--- src/verilog/sadu_pkg.sv ---
`default_nettype none
package sadu_pkg;
  // Register offsets on the plain register port.
  localparam logic [3:0] ADDR_POWERUP = 4'h0;
  localparam logic [3:0] ADDR_HOLDOVER = 4'h1;
  localparam logic [3:0] ADDR_HARDWARE = 4'h2;
  localparam logic [3:0] ADDR_CMD_FAULT = 4'h3;
  localparam logic [3:0] ADDR_OPERATION = 4'h4;
  localparam logic [3:0] ADDR_QUESTIONABLE = 4'h5;
  localparam logic [3:0] ADDR_TOP_SUMMARY = 4'h6;
  localparam logic [3:0] ADDR_ALARM_ENABLE = 4'h7;
  localparam logic [3:0] ADDR_DISPLAY = 4'h8;
  localparam logic [3:0] ADDR_CONFIG = 4'h9;
  // Field positions.
  localparam int OPER_PWR_SUM_BIT = 0;
  localparam int OPER_HLD_SUM_BIT = 2;
  localparam int OPER_HW_SUM_BIT = 5;
  localparam int TOP_QUES_SUM_BIT = 3;
  localparam int TOP_CMD_SUM_BIT = 5;
  localparam int TOP_MASTER_SUMMARY_FLAG_BIT = 6;
  localparam int TOP_OPER_SUM_BIT = 7;
  localparam int CMD_PWR_CYCLED_BIT = 7;
  localparam int QUES_USER_BIT = 1;
  // Valid bit masks of each condition register.
  localparam logic [7:0] POWERUP_MASK = 8'h07;
  localparam logic [7:0] HOLDOVER_MASK = 8'h0f;
  localparam logic [15:0] HARDWARE_MASK = 16'h1fdf;
  localparam logic [7:0] CMD_MASK = 8'h3c;
  localparam logic [7:0] OPER_HW_MASK = 8'h5a;
  localparam logic [7:0] QUES_MASK = 8'h03;
  // Reset values.
  localparam logic [7:0] CMD_RESET = 8'h80;
  localparam logic [7:0] ENABLE_RESET = 8'hff;
  // Message source groups carried in the message code high nibble.
  localparam logic [3:0] GRP_NONE = 4'h0;
  localparam logic [3:0] GRP_POWERUP = 4'h1;
  localparam logic [3:0] GRP_HOLDOVER = 4'h2;
  localparam logic [3:0] GRP_HW_LO = 4'h3;
  localparam logic [3:0] GRP_HW_HI = 4'h4;
  localparam logic [3:0] GRP_CMD = 4'h5;
  localparam logic [3:0] GRP_OPER = 4'h6;
  localparam logic [3:0] GRP_QUES = 4'h7;
  localparam logic [3:0] GRP_TOP = 4'h8;
  localparam logic [3:0] GRP_ROUTINE = 4'hf;
  // Routine message codes (low nibble under GRP_ROUTINE).
  localparam logic [3:0] MSG_IDENT = 4'h0;
  localparam logic [3:0] MSG_TIME_PEND = 4'h1;
  localparam logic [3:0] MSG_LAT_PEND = 4'h2;
  localparam logic [3:0] MSG_LONG_PEND = 4'h3;
  localparam logic [3:0] MSG_ALT_PEND = 4'h4;
  localparam logic [3:0] MSG_TIME_UTC = 4'h5;
  localparam logic [3:0] MSG_TIME_LOCAL = 4'h6;
  localparam logic [3:0] MSG_LAT = 4'h7;
  localparam logic [3:0] MSG_LONG = 4'h8;
  localparam logic [3:0] MSG_ALT = 4'h9;
  localparam logic [3:0] MSG_TRACKED = 4'ha;
  localparam logic [3:0] MSG_SERIAL = 4'hb;
  localparam logic [3:0] MSG_CLEARED = 4'hc;
  localparam logic [3:0] MSG_NO_ALARM = 4'hd;
  localparam logic [3:0] MSG_DEMO = 4'he;
  // Transition suffix codes.
  localparam logic [1:0] SFX_NONE = 2'h0;
  localparam logic [1:0] SFX_MINUS = 2'h1;
  localparam logic [1:0] SFX_QUERY = 2'h2;
  // Identification scroll time and its cycle count at 25 MHz.
  localparam int CLK_HZ = 25000000;
  localparam int IDENT_MS = 2000;
  localparam int IDENT_CYCLES = IDENT_MS * (CLK_HZ / 1000);
endpackage
`default_nettype wire

--- src/verilog/sadu_edge.sv ---
`default_nettype none
// Watches one condition vector and reports the lowest changed bit with direction.
module sadu_edge #(
  parameter int W = 8
) (
  input wire logic clk,
  input wire logic rst,
  input wire logic [W-1:0] cond,
  input wire logic [W-1:0] enable,
  output logic hit,
  output logic [3:0] bit_idx,
  output logic rise,
  output logic both
);
  logic [W-1:0] prev;
  logic [W-1:0] chg;
  logic armed;

  // The first edge after reset only loads the previous value. Without this, a bit that
  // leaves reset already set would be reported as a transition.
  always_ff @(posedge clk or posedge rst)
  begin
    if (rst)
      armed <= 1'b0;
    else
      armed <= 1'b1;
  end

  // Previous value for transition detection.
  always_ff @(posedge clk or posedge rst)
  begin
    if (rst)
      prev <= '0;
    else
      prev <= cond;
  end

  assign chg = (cond ^ prev) & enable & {W{armed}};

  // Lowest changed bit wins; a second change in the same cycle is reported as ambiguous.
  always_comb
  begin
    hit = 1'b0;
    bit_idx = 4'h0;
    rise = 1'b0;
    both = 1'b0;
    for (int i = W - 1; i >= 0; i--)
    begin
      if (chg[i])
      begin
        both = hit;
        hit = 1'b1;
        bit_idx = 4'(i);
        rise = cond[i];
      end
    end
  end
endmodule
`default_nettype wire

--- src/verilog/sadu_top.sv ---
`default_nettype none
module sadu_top #(
  parameter int IDENT_CYCLES = sadu_pkg::IDENT_CYCLES
) (
  input wire logic clk,
  input wire logic rst,
  input wire logic [3:0] reg_addr,
  input wire logic [15:0] reg_wdata,
  input wire logic reg_write,
  input wire logic reg_read,
  output logic [15:0] reg_rdata,
  input wire logic [2:0] powerup_in,
  input wire logic [3:0] holdover_in,
  input wire logic [15:0] hardware_in,
  input wire logic [7:0] cmd_fault_in,
  input wire logic [7:0] operation_in,
  input wire logic time_reset_in,
  input wire logic data_valid,
  input wire logic local_time_sel,
  input wire logic key_time,
  input wire logic key_lat,
  input wire logic key_long,
  input wire logic key_alt,
  input wire logic key_sat,
  input wire logic key_serial,
  input wire logic key_shift,
  input wire logic key_clear,
  output logic [7:0] disp_msg,
  output logic [1:0] disp_suffix,
  output logic alarm_led,
  output logic demo_mode
);
  logic [7:0] powerup_condition;
  logic [7:0] holdover_condition;
  logic [15:0] hardware_condition;
  logic [7:0] command_fault_condition;
  logic [7:0] operation_condition;
  logic [7:0] questionable_condition;
  logic [7:0] top_summary_byte;
  logic [7:0] alarm_enable;
  logic [7:0] cmd_latch;
  logic user_event;
  logic [7:0] next_oper;
  logic [7:0] next_top;
  logic shift_armed;
  logic ident_active;
  logic [31:0] ident_cnt;
  logic alarm_latched;
  logic [7:0] alarm_msg;
  logic [1:0] alarm_sfx;
  logic any_key;
  logic [7:0] next_alarm_msg;
  logic [1:0] next_alarm_sfx;
  logic next_alarm_hit;
  logic [3:0] h_idx [0:7];
  logic [7:0] h_hit;
  logic [7:0] h_rise;
  logic [7:0] h_both;
  logic [15:0] mon [0:7];
  logic [15:0] men [0:7];

  // Condition registers built from the live status inputs; command faults and the user bit come from registers.
  always_comb
  begin
    powerup_condition = {5'h00, powerup_in} & sadu_pkg::POWERUP_MASK;
    holdover_condition = {4'h0, holdover_in} & sadu_pkg::HOLDOVER_MASK;
    hardware_condition = hardware_in & sadu_pkg::HARDWARE_MASK;
    command_fault_condition = cmd_latch;
    questionable_condition = {6'h00, user_event, time_reset_in};
  end

  // Summaries are combinational so they move in the same cycle as their sources.
  always_comb
  begin
    next_oper = operation_in & sadu_pkg::OPER_HW_MASK;
    next_oper[sadu_pkg::OPER_PWR_SUM_BIT] = |powerup_condition;
    next_oper[sadu_pkg::OPER_HLD_SUM_BIT] = |holdover_condition;
    next_oper[sadu_pkg::OPER_HW_SUM_BIT] = |hardware_condition;
    next_top = 8'h00;
    next_top[sadu_pkg::TOP_QUES_SUM_BIT] = |questionable_condition;
    next_top[sadu_pkg::TOP_CMD_SUM_BIT] = |command_fault_condition;
    next_top[sadu_pkg::TOP_OPER_SUM_BIT] = |next_oper;
    next_top[sadu_pkg::TOP_MASTER_SUMMARY_FLAG_BIT] = |next_top;
    operation_condition = next_oper;
    top_summary_byte = next_top;
  end

  // Command faults are sticky; power-cycled is set by reset, new faults win over a clear.
  always_ff @(posedge clk or posedge rst)
  begin
    if (rst)
      cmd_latch <= sadu_pkg::CMD_RESET;
    else if (reg_write && reg_addr == sadu_pkg::ADDR_CMD_FAULT)
      cmd_latch <= (cmd_latch & ~reg_wdata[7:0]) | (cmd_fault_in & sadu_pkg::CMD_MASK);
    else
      cmd_latch <= cmd_latch | (cmd_fault_in & sadu_pkg::CMD_MASK);
  end

  // The user bit changes only when software writes it and otherwise holds.
  always_ff @(posedge clk or posedge rst)
  begin
    if (rst)
      user_event <= 1'b0;
    else if (reg_write && reg_addr == sadu_pkg::ADDR_QUESTIONABLE)
      user_event <= reg_wdata[sadu_pkg::QUES_USER_BIT];
  end

  // Alarm group enable, one bit per source register.
  always_ff @(posedge clk or posedge rst)
  begin
    if (rst)
      alarm_enable <= sadu_pkg::ENABLE_RESET;
    else if (reg_write && reg_addr == sadu_pkg::ADDR_ALARM_ENABLE)
      alarm_enable <= reg_wdata[7:0];
  end

  // Register reads answer one cycle later; unmapped addresses read zero.
  always_ff @(posedge clk or posedge rst)
  begin
    if (rst)
      reg_rdata <= 16'h0000;
    else if (reg_read)
    begin
      unique case (reg_addr)
        sadu_pkg::ADDR_POWERUP: reg_rdata <= {8'h00, powerup_condition};
        sadu_pkg::ADDR_HOLDOVER: reg_rdata <= {8'h00, holdover_condition};
        sadu_pkg::ADDR_HARDWARE: reg_rdata <= hardware_condition;
        sadu_pkg::ADDR_CMD_FAULT: reg_rdata <= {8'h00, command_fault_condition};
        sadu_pkg::ADDR_OPERATION: reg_rdata <= {8'h00, operation_condition};
        sadu_pkg::ADDR_QUESTIONABLE: reg_rdata <= {8'h00, questionable_condition};
        sadu_pkg::ADDR_TOP_SUMMARY: reg_rdata <= {8'h00, top_summary_byte};
        sadu_pkg::ADDR_ALARM_ENABLE: reg_rdata <= {8'h00, alarm_enable};
        sadu_pkg::ADDR_DISPLAY:
          reg_rdata <= {4'h0, alarm_latched, demo_mode, disp_suffix, disp_msg};
        default: reg_rdata <= 16'h0000;
      endcase
    end
    else
      reg_rdata <= 16'h0000;
  end

  // Monitored vectors, one transition watcher each; hardware is split into two bytes.
  always_comb
  begin
    mon[0] = {8'h00, powerup_condition};
    mon[1] = {8'h00, holdover_condition};
    mon[2] = {8'h00, hardware_condition[7:0]};
    mon[3] = {8'h00, hardware_condition[15:8]};
    mon[4] = {8'h00, command_fault_condition};
    mon[5] = {8'h00, operation_condition};
    mon[6] = {8'h00, questionable_condition};
    mon[7] = {8'h00, top_summary_byte};
    men[0] = {8'h00, {8{alarm_enable[0]}}};
    men[1] = {8'h00, {8{alarm_enable[1]}}};
    men[2] = {8'h00, {8{alarm_enable[2]}}};
    men[3] = {8'h00, {8{alarm_enable[2]}}};
    men[4] = {8'h00, {8{alarm_enable[3]}}};
    men[5] = {8'h00, {8{alarm_enable[4]}}};
    men[6] = {8'h00, {8{alarm_enable[5]}}};
    men[7] = {8'h00, {8{alarm_enable[6]}}};
  end

  // One watcher per alarm group; the top byte is the last group that can raise an alarm.
  for (genvar g = 0; g < 8; g++)
  begin : g_watch
    sadu_edge #(.W(16)) u_edge (
      .clk(clk),
      .rst(rst),
      .cond(mon[g]),
      .enable(men[g]),
      .hit(h_hit[g]),
      .bit_idx(h_idx[g]),
      .rise(h_rise[g]),
      .both(h_both[g])
    );
  end

  // Lowest-numbered group wins; the code names register group and bit.
  always_comb
  begin
    next_alarm_hit = 1'b0;
    next_alarm_msg = 8'h00;
    next_alarm_sfx = sadu_pkg::SFX_NONE;
    for (int i = 7; i >= 0; i--)
    begin
      if (h_hit[i])
      begin
        next_alarm_hit = 1'b1;
        next_alarm_msg = {4'(i + 1), h_idx[i]};
        if (h_both[i])
          next_alarm_sfx = sadu_pkg::SFX_QUERY;
        else if (h_rise[i])
          next_alarm_sfx = sadu_pkg::SFX_NONE;
        else
          next_alarm_sfx = sadu_pkg::SFX_MINUS;
      end
    end
  end

  // Shift arms the clear; it also drives demo entry during the scroll.
  always_ff @(posedge clk or posedge rst)
  begin
    if (rst)
      shift_armed <= 1'b0;
    else if (key_shift)
      shift_armed <= 1'b1;
    else if (any_key || key_clear)
      shift_armed <= 1'b0;
  end

  assign any_key = key_time | key_lat | key_long | key_alt | key_sat | key_serial;

  // Identification scroll timer after reset.
  always_ff @(posedge clk or posedge rst)
  begin
    if (rst)
    begin
      ident_active <= 1'b1;
      ident_cnt <= 32'h00000000;
    end
    else if (ident_active)
    begin
      if (ident_cnt == 32'(IDENT_CYCLES - 1))
        ident_active <= 1'b0;
      ident_cnt <= ident_cnt + 32'h00000001;
    end
  end

  // Shift during the scroll enters demonstration mode; shift then clear leaves it.
  always_ff @(posedge clk or posedge rst)
  begin
    if (rst)
      demo_mode <= 1'b0;
    else if (ident_active && key_shift)
      demo_mode <= 1'b1;
    else if (shift_armed && key_clear)
      demo_mode <= 1'b0;
  end

  // Latched alarm: a new transition wins over a clear in the same cycle.
  always_ff @(posedge clk or posedge rst)
  begin
    if (rst)
    begin
      alarm_latched <= 1'b0;
      alarm_msg <= 8'h00;
      alarm_sfx <= sadu_pkg::SFX_NONE;
    end
    else if (next_alarm_hit)
    begin
      alarm_latched <= 1'b1;
      alarm_msg <= next_alarm_msg;
      alarm_sfx <= next_alarm_sfx;
    end
    else if (shift_armed && key_clear)
      alarm_latched <= 1'b0;
  end

  // The indicator follows only the latched alarm, never routine messages. It takes the
  // latch's next value, so it rises and falls in the same cycle as the latch itself.
  always_ff @(posedge clk or posedge rst)
  begin
    if (rst)
      alarm_led <= 1'b0;
    else
      alarm_led <= next_alarm_hit || (alarm_latched && !(shift_armed && key_clear));
  end

  // Display selection: a fresh alarm first, so its message appears with the indicator;
  // then the clear reply, a held alarm, the identification scroll, and keypad messages.
  always_ff @(posedge clk or posedge rst)
  begin
    if (rst)
    begin
      disp_msg <= {sadu_pkg::GRP_ROUTINE, sadu_pkg::MSG_IDENT};
      disp_suffix <= sadu_pkg::SFX_NONE;
    end
    else if (next_alarm_hit)
    begin
      disp_msg <= next_alarm_msg;
      disp_suffix <= next_alarm_sfx;
    end
    else if (shift_armed && key_clear)
    begin
      disp_suffix <= sadu_pkg::SFX_NONE;
      if (alarm_latched)
        disp_msg <= {sadu_pkg::GRP_ROUTINE, sadu_pkg::MSG_CLEARED};
      else
        disp_msg <= {sadu_pkg::GRP_ROUTINE, sadu_pkg::MSG_NO_ALARM};
    end
    else if (alarm_latched)
    begin
      disp_msg <= alarm_msg;
      disp_suffix <= alarm_sfx;
    end
    else if (ident_active)
      disp_msg <= demo_mode ? {sadu_pkg::GRP_ROUTINE, sadu_pkg::MSG_DEMO}
                            : {sadu_pkg::GRP_ROUTINE, sadu_pkg::MSG_IDENT};
    else if (any_key)
    begin
      disp_suffix <= sadu_pkg::SFX_NONE;
      if (key_time)
      begin
        if (!data_valid && !demo_mode)
          disp_msg <= {sadu_pkg::GRP_ROUTINE, sadu_pkg::MSG_TIME_PEND};
        else if (local_time_sel)
          disp_msg <= {sadu_pkg::GRP_ROUTINE, sadu_pkg::MSG_TIME_LOCAL};
        else
          disp_msg <= {sadu_pkg::GRP_ROUTINE, sadu_pkg::MSG_TIME_UTC};
      end
      else if (key_lat)
        disp_msg <= {sadu_pkg::GRP_ROUTINE, (data_valid || demo_mode) ?
                     sadu_pkg::MSG_LAT : sadu_pkg::MSG_LAT_PEND};
      else if (key_long)
        disp_msg <= {sadu_pkg::GRP_ROUTINE, (data_valid || demo_mode) ?
                     sadu_pkg::MSG_LONG : sadu_pkg::MSG_LONG_PEND};
      else if (key_alt)
        disp_msg <= {sadu_pkg::GRP_ROUTINE, (data_valid || demo_mode) ?
                     sadu_pkg::MSG_ALT : sadu_pkg::MSG_ALT_PEND};
      else if (key_sat)
        disp_msg <= {sadu_pkg::GRP_ROUTINE, sadu_pkg::MSG_TRACKED};
      else
        disp_msg <= {sadu_pkg::GRP_ROUTINE, sadu_pkg::MSG_SERIAL};
    end
  end
endmodule
`default_nettype wire
--- config.mk ---
export PLATFORM = sky130hd
export DESIGN_NAME = sadu_top
export DESIGN_NICKNAME = d
export VERILOG_FILES = /design/src/verilog/sadu_pkg.sv /design/src/verilog/sadu_edge.sv /design/src/verilog/sadu_top.sv
export SDC_FILE = /design/constraint.sdc
export NUM_CORES = 1
export LEC_CHECK = 0
export ABC_AREA = 1
export ABC_CLOCK_PERIOD_IN_PS = 4770
export BUFFER_PORTS_ARGS = -buffer_cell sky130_fd_sc_hd__buf_2
export CORE_MARGIN = 2
export CORE_UTILIZATION = 45
export DETAILED_ROUTE_END_ITERATION = 8
export GPL_ROUTABILITY_DRIVEN = 0
export GPL_TIMING_DRIVEN = 0
export PLACE_DENSITY = 0.66
export SLEW_MARGIN = 25
export SYNTH_ARGS = -nofsm -noshare
export SYNTH_HDL_FRONTEND = slang
export SYNTH_SLANG_ARGS = --single-unit
--- constraint.sdc ---
create_clock -name clk -period 4.77 [get_ports clk]
set_clock_uncertainty 0.2 [all_clocks]
set_input_delay 0.7155 -clock clk [delete_from_list [all_inputs] [get_ports clk]]
set_output_delay 0.7155 -clock clk [all_outputs]
set_load 0.01 [all_outputs]
# After elaboration in Yosys (flattened, before gate mapping)
# Index checks and enable logic that the tools add are counted.
# word_totals
ff_bits	131
inputBits	74
out_inout_bits	28
elab_cells	587
# classes
addsub	1
n_eq_ne	10
muxes	493
bitwise_logic	33
n_reduce_logical	27
# op_table
operator	count
$mux W4	134
$mux W1	318
$and A16 B16 Y16	8
$and A16 B8 Y16	8
$mux W8	15
$pmux W13 S9	1
$mux W2	22
$reduce_or A33 Y1	1
$add A32 B1 Y32 const B	1
$eq A32 B26 Y1 const B	1
$xor A8 B8 Y8	3
$reduce_or A23 Y1	1
$eq A4 B3 Y1 const B	4
$mux W16	1
$or A8 B6 Y8	2
$reduce_or A12 Y1	1
$and A8 B8 Y8	1
$eq A4 B2 Y1 const B	2
$not A8 Y8	1
$reduce_or A8 Y1	1
$logic_and A1 B1 Y1	7
$xor A7 B7 Y7	1
$mux W3	2
$reduce_bool A2 Y1	3
17 further kinds	25

# Depth between registers and ports, before layout
# depth
word_depth	30
depth_mapped	22
ltp_nobuf	22

# By module
# From an unflattened synthesis, not the netlist that was laid out.
# hier_totals
hier_cells	2264
hier_area_um2	16015.4
# by_module_without_submodules
mod	instances	cells_each	area_per_inst_um2	seq_area_each_um2
sadu_edge	8	195	1353.8	425.4
sadu_top	1	704	5185.0	2194.6

# Worst setup path before layout
# OpenSTA, ideal clock, no wires.
# synth_path
path_kind	in2reg
from	in hardware_in[11]
to	reg disp_msg[1]
setup_ns	0.113
arrival_time_ns	2.327
t_required_ns	4.457
setup_slack_ns	2.130
stages	17
n_path_buf	0
cell_sequence	or2_2 > nand3_1 > nand2_1 > nor2_2 > inv_2 > nor2_2 > nand2_2 > inv_2 > nand2_2 > nor2_4 > nand2_4 > nor2_4 > nand2_2 > inv_2 > nand2_1 > nand2_1 > inv_1
# synth_between
elab_chain_cells	21
elab_cells_between_ends	66
classes_between	mux (53); bitwise (9); reduce/logical (4)
# synth_rtl
item	line	rtl
start: declaration	sadu_top.sv:14	input wire logic [15:0] hardware_in,
$reduce_or A23 Y1	sadu_top.sv:82	next_top[sadu_pkg::TOP_OPER_SUM_BIT] = |next_oper;
$xor A8 B8 Y8	sadu_edge.sv:38	assign chg = (cond ^ prev) & enable & {W{armed}};
$and A16 B8 Y16	sadu_edge.sv:38	
$and A16 B16 Y16	sadu_edge.sv:38	
$mux W1 or $mux W4 (tied branches) (8 in a row)	sadu_edge.sv:49	if (chg[i])
$mux W1 or $mux W8 (tied branches) (8 in a row)	sadu_top.sv:186	if (h_hit[i])
$reduce_bool A5 Y1 (no source line) or $mux W8 (tied branches)	-	
end signal: assignment	sadu_top.sv:275	disp_msg <= {sadu_pkg::GRP_ROUTINE, sadu_pkg::MSG_IDENT};
end signal: assignment	sadu_top.sv:280	disp_msg <= next_alarm_msg;
end signal: assignment	sadu_top.sv:287	disp_msg <= {sadu_pkg::GRP_ROUTINE, sadu_pkg::MSG_CLEARED};
end: declaration	sadu_top.sv:28	output logic [7:0] disp_msg,
# Several ways; a longest one is shown, not always the timed one.
# A chain may end at the register's enable or synchronous reset.

# Worst setup path after layout
# layout_path
from	in powerup_in[0]
to	reg disp_msg[0]
# layout_between
elab_chain_cells	21
elab_cells_between_ends	50
classes_between	mux (37); bitwise (9); reduce/logical (4)
# layout_rtl
item	line	rtl
start: declaration	sadu_top.sv:12	input wire logic [2:0] powerup_in,
$reduce_or A23 Y1 *	sadu_top.sv:82	
named net g_watch[7].u_edge.cond[7]	sadu_edge.sv:8	input wire logic [W-1:0] cond,
$xor A8 B8 Y8 *	sadu_edge.sv:38	
$and A16 B8 Y16 *	sadu_edge.sv:38	
$and A16 B16 Y16 *	sadu_edge.sv:38	
$mux W1 or $mux W4 (tied branches) (8 in a row)	sadu_edge.sv:49	
$mux W1 or $mux W8 (tied branches) (8 in a row)	sadu_top.sv:186	
$reduce_bool A5 Y1 (no source line) or $mux W8 (tied branches)	-	
# The timed path passes the listed nets; every way through them passes the cells marked *.

==> summary.txt <==
Placement
  – Post-place setup slack: 1.52 ns
  – Detailed Place HPWL: 14.8 mm
  – # port buffers: 78

Logic synthesis
  – Post-synth EDFFs: 0
  – Part of the Yosys area used for sequential elements: 0.436
  – Xor and xnor fraction of the mapped netlist area: 0.0335
  – Cells after Synth: between 900 and 1000
  – Multiplexer share of the synthesized area: 0.00597
  – Main combinational cell family by area after synthesis: simple AND/OR/NAND/NOR gates
  – Synthesized-area fraction occupied by ao, oa, aoi and oai cells: 0.148
  – Avg Inst Size Synth: 7.70 µm²
  – Flip-flop cell with the highest count after synthesis: sky130_fd_sc_hd__dfrtp_1
  – Synthesis Warnings: 0
  – Adder-cell share of the synthesized area: 0.00171
  – Fraction of registers with async set/reset: 1.00
  – Biggest area consumer among synthesized cells: sky130_fd_sc_hd__dfrtp_1
  – Share of Yosys cell area claimed by the top area cell type: 0.386
  – Synth Cell Area: 7330 µm²
  – Synthesized flop and latch total: 127
  – Synth Area in Simple Gates: 0.299
  – Yosys cell types: 57
  – Main area contributors after synthesis: sky130_fd_sc_hd__dfrtp_1, sky130_fd_sc_hd__nand2_1, sky130_fd_sc_hd__inv_1, sky130_fd_sc_hd__nor2_1, sky130_fd_sc_hd__dfstp_2

Outcome
  – Outcome: completed

Global routing
  – Final global-route overflow total: 0
  – Global-route met1 utilization: 0.312
  – Pin count of the biggest net entering global routing: 74
  – Initial antenna violation count: 0
  – Vias in the first global route: 6190
  – First-pass GRT wire length: 31.5 mm
  – GRT Max-Usage Layer: met2
  – Global-route track usage on met3: 0.0475
  – GR Util met2: 0.374
  – Total track usage: 0.230

Clock network
  – CTS hold repair buffers: 0
  – Clock latency of the later-clocked register in the worst-skew pair: between 0.4 and 0.5 ns
  – Clock Path Buffers: 2
  – TritonCTS clock tree: yes
  – CTS HTree Levels: 4
  – Cell at the root of the clock tree: sky130_fd_sc_hd__clkbuf_16
  – # clock sinks: 127
  – CTS Buf Count: 17
  – Post-CTS clock slew at the launch and capture registers of the worst setup and hold paths: 0.06 ns
  – Resized cells post-CTS: 0
  – Post-CTS setup buffer count: 0

Job
  – Max Cap Violations: 0

Power and ir drop
  – Leakage dissipation: 4.32 nW
  – Power, Total: 3.26 mW
  – Worst voltage drop across the vdd grid: 254 µV
  – Total power per unit cell area: 380 nW/µm²

Drt
  – WL final: between 15 and 20 mm
  – Average wire per cell in the routed design: 15.2 µm
  – Number of nets with antenna violations after routing: 0
  – Vias per cell: 5.17
  – DRT Pass-1 Iters: 5
  – Vias: 6623
  – DR DRC count: 0
  – Initial detailed-routing violation count: between 400 and 500

Layout
  – Layout Area Growth over Synthesis: 17.2%
  – Final Core Density: 0.541
  – Net count of the finished layout: 1127
  – Fill cell instance count of the final layout: 1570
  – Fraction of layout cells with a size suffix above 1: 0.198
  – Antenna Cells: 0

Floorplan
  – Die Area: 17300 µm²
  – DIE HEIGHT: 132 µm
  – Core ar.: 15900 µm²
  – Count of boundary I/O pins: about 100
  – Number of placement rows: 46
  – Die extent in x: between 100 and 150 µm
  – Initial core utilization: 0.461

Critical path
  – Setup slack of the most critical reg-to-reg path: 1.89 ns
  – Worst Path Max Fanout: 7
  – Path depth of the worst reg2reg path: 18
  – CP Data Arrival Time: 3.11 ns
  – Critical Path Start Type: input pin
  – Reg-to-Reg End: disp_suffix[0]$_DFFE_PP0P_
  – Required time at the endpoint of the critical path: 4.93 ns
  – Path type of the worst setup path: in2reg
  – Worst r2r src: g_watch[6].u_edge.armed$_DFF_PP0_
  – Critical path capture point type: register

Timing
  – Portion of the clock cycle consumed by the worst path in the final layout: 0.618
  – Slew margin rel.: 0.517
  – Number of slew-limit violations in the final report: 0
  – Setup slack after layout: around 1.8 ns
  – RSZ-0062 raised after global routing: false
  – Achievable clock frequency: between 300 and 400 MHz
  – Count of endpoints failing setup in the final report: 0
  – Final Hold Viols: 0
  – Final Critical Period: ~2.9 ns
  – Worst Tran Pin Value: ~0.72 ns

Min path
  – Worst hold path class: in2async
-- how the worst max path moves through the flow --
stage | from | endpoint | slack, ns
2_1_floorplan | rst | alarm_latched$_DFFE_PP0P_ | 0.49
3_3_place_gp | rst | g_watch[2].u_edge.prev[2]$_DFF_PP0_ | -1.06
3_5_place_dp | powerup_in[0] | disp_suffix[0]$_DFFE_PP0P_ | 1.52
4_1_cts | g_watch[6].u_edge.armed$_DFF_PP0_ | disp_suffix[0]$_DFFE_PP0P_ | 1.92
5_1_grt | powerup_in[0] | disp_suffix[0]$_DFFE_PP0P_ | 1.66
6_report | powerup_in[0] | disp_msg[0]$_DFFE_PP0P_ | 1.82
-- stage by stage --
stage	area [µm²]	hold WS (ns)	instances	setup TNS (ns)
2_1_floorplan	7340	0.195	954	0
3_3_place_gp	8000	0.228	1248	-118.01
3_5_place_dp	8030	0.231	1249	0
4_1_cts	8590	0.116	1281	0
5_1_grt	8590	0.124	1281	0
6_report	8590	0.0984	1281	0
-- kinds of logic after synthesis --
| group | Yosys count |
|---|---|
| multiplexers | 4 |
| other | 2 |
| XOR/XNOR | 28 |
| adder cells (fa/ha/maj) | 1 |
| AO/OA/AOI/OAI | 181 |
| flip-flops | 127 |
| buffers and inverters | 138 |
| AND/OR/NAND/NOR | 471 |
-- worst max-delay path, stage by stage --
cell and delay [ns]:
sky130_fd_sc_hd__buf_2 0.14, sky130_fd_sc_hd__nor2_1 0.29, sky130_fd_sc_hd__nand2_1 0.08, sky130_fd_sc_hd__nor2_1 0.13, sky130_fd_sc_hd__nand3_1 0.27, sky130_fd_sc_hd__nand2_1 0.17, sky130_fd_sc_hd__nand3_1 0.14, sky130_fd_sc_hd__o21ai_0 0.24
sky130_fd_sc_hd__nand2_1 0.08, sky130_fd_sc_hd__nand3_1 0.09, sky130_fd_sc_hd__nand2_1 0.06, sky130_fd_sc_hd__nand2_1 0.08, sky130_fd_sc_hd__a21oi_1 0.09, sky130_fd_sc_hd__o21ai_0 0.25, sky130_fd_sc_hd__nand2_1 0.14, sky130_fd_sc_hd__a21oi_2 0.13
-- report_power, final --
part	switching (mW)	leakage [nW]	internal [mW]
clock	0.507	0.259	0.732
combinational	0.469	2.51	0.245
sequential	0.0943	1.55	1.21
-- cell type report --
cell class                      instances  area, µm²  area share
Multi-Input combinational cell        689       3590       0.418
Clock buffer                           20        447      0.0520
Sequential cell                       127       3200       0.372
Inverter                              131        507      0.0590
Tap cell                              216        270      0.0315
Buffer                                  7       48.8     0.00568
Timing Repair Buffer                   79        418      0.0486
Clock inverter                         12        113      0.0131
-- flip-flops by register name, summed over array words and instances, names as in the netlist --
signal / cells
disp_suffix: 2
user_event: 1
cmd_latch: 8
alarm_sfx: 2
g_watch.u_edge.armed: 1
ident_active: 1
ident_cnt: 32
demo_mode: 1
alarm_msg: 7
alarm_led: 1
g_watch.u_edge.prev: 40
alarm_enable: 8
disp_msg: 8
reg_rdata: 13
shift_armed: 1
alarm_latched: 1
-- placed cells by master, fill, tap and decap left out, types with 5 or more instances in the layout --
| cell | instances |
|---|---|
| sky130_fd_sc_hd__a21oi_1 | 63 |
| sky130_fd_sc_hd__a221oi_1 | 11 |
| sky130_fd_sc_hd__a31oi_1 | 8 |
| sky130_fd_sc_hd__buf_2 | 78 |
| sky130_fd_sc_hd__clkbuf_1 | 5 |
| sky130_fd_sc_hd__clkbuf_16 | 17 |
| sky130_fd_sc_hd__clkinvlp_4 | 5 |
| sky130_fd_sc_hd__dfrtp_1 | 113 |
| sky130_fd_sc_hd__dfstp_2 | 14 |
| sky130_fd_sc_hd__inv_1 | 111 |
| sky130_fd_sc_hd__inv_2 | 15 |
| sky130_fd_sc_hd__nand2_1 | 231 |
| sky130_fd_sc_hd__nand2_2 | 9 |
| sky130_fd_sc_hd__nand3_1 | 58 |
| sky130_fd_sc_hd__nand3_2 | 6 |
| sky130_fd_sc_hd__nand4_1 | 12 |
| sky130_fd_sc_hd__nor2_1 | 100 |
| sky130_fd_sc_hd__nor2_2 | 14 |
| sky130_fd_sc_hd__nor2_4 | 10 |
| sky130_fd_sc_hd__nor3_1 | 7 |
| sky130_fd_sc_hd__o211ai_1 | 10 |
| sky130_fd_sc_hd__o21ai_0 | 41 |
| sky130_fd_sc_hd__o21ai_1 | 14 |
| sky130_fd_sc_hd__o21ai_2 | 6 |
| sky130_fd_sc_hd__o21bai_1 | 5 |
| sky130_fd_sc_hd__o22ai_1 | 5 |
| sky130_fd_sc_hd__or2_2 | 5 |
| sky130_fd_sc_hd__xnor2_1 | 7 |
| sky130_fd_sc_hd__xor2_1 | 21 |
-- layer usage --
metal	routed length [µm]	share of wire
met2	9090	0.47
met3	977	0.050
met1	9030	0.46
met5	0	0
met4	332	0.017
-- cells in the mapped netlist, drive strengths merged, types with 2 or more instances --
cell,number
a21boi,2
a21oi,65
a221oi,11
a22o,2
a22oi,2
a31oi,8
a32o,2
buf,4
clkbuf,3
conb,2
dfrtp,113
dfstp,14
inv,130
mux2,3
nand2,244
nand3,64
nand3b,2
nand4,14
nor2,124
nor3,8
nor3b,2
nor4,5
o2111ai,2
o211ai,10
o21a,2
o21ai,61
o21bai,5
o22ai,5
or2,5
xnor2,7
xor2,21
Note: power is estimated with default switching activity, not from simulation.
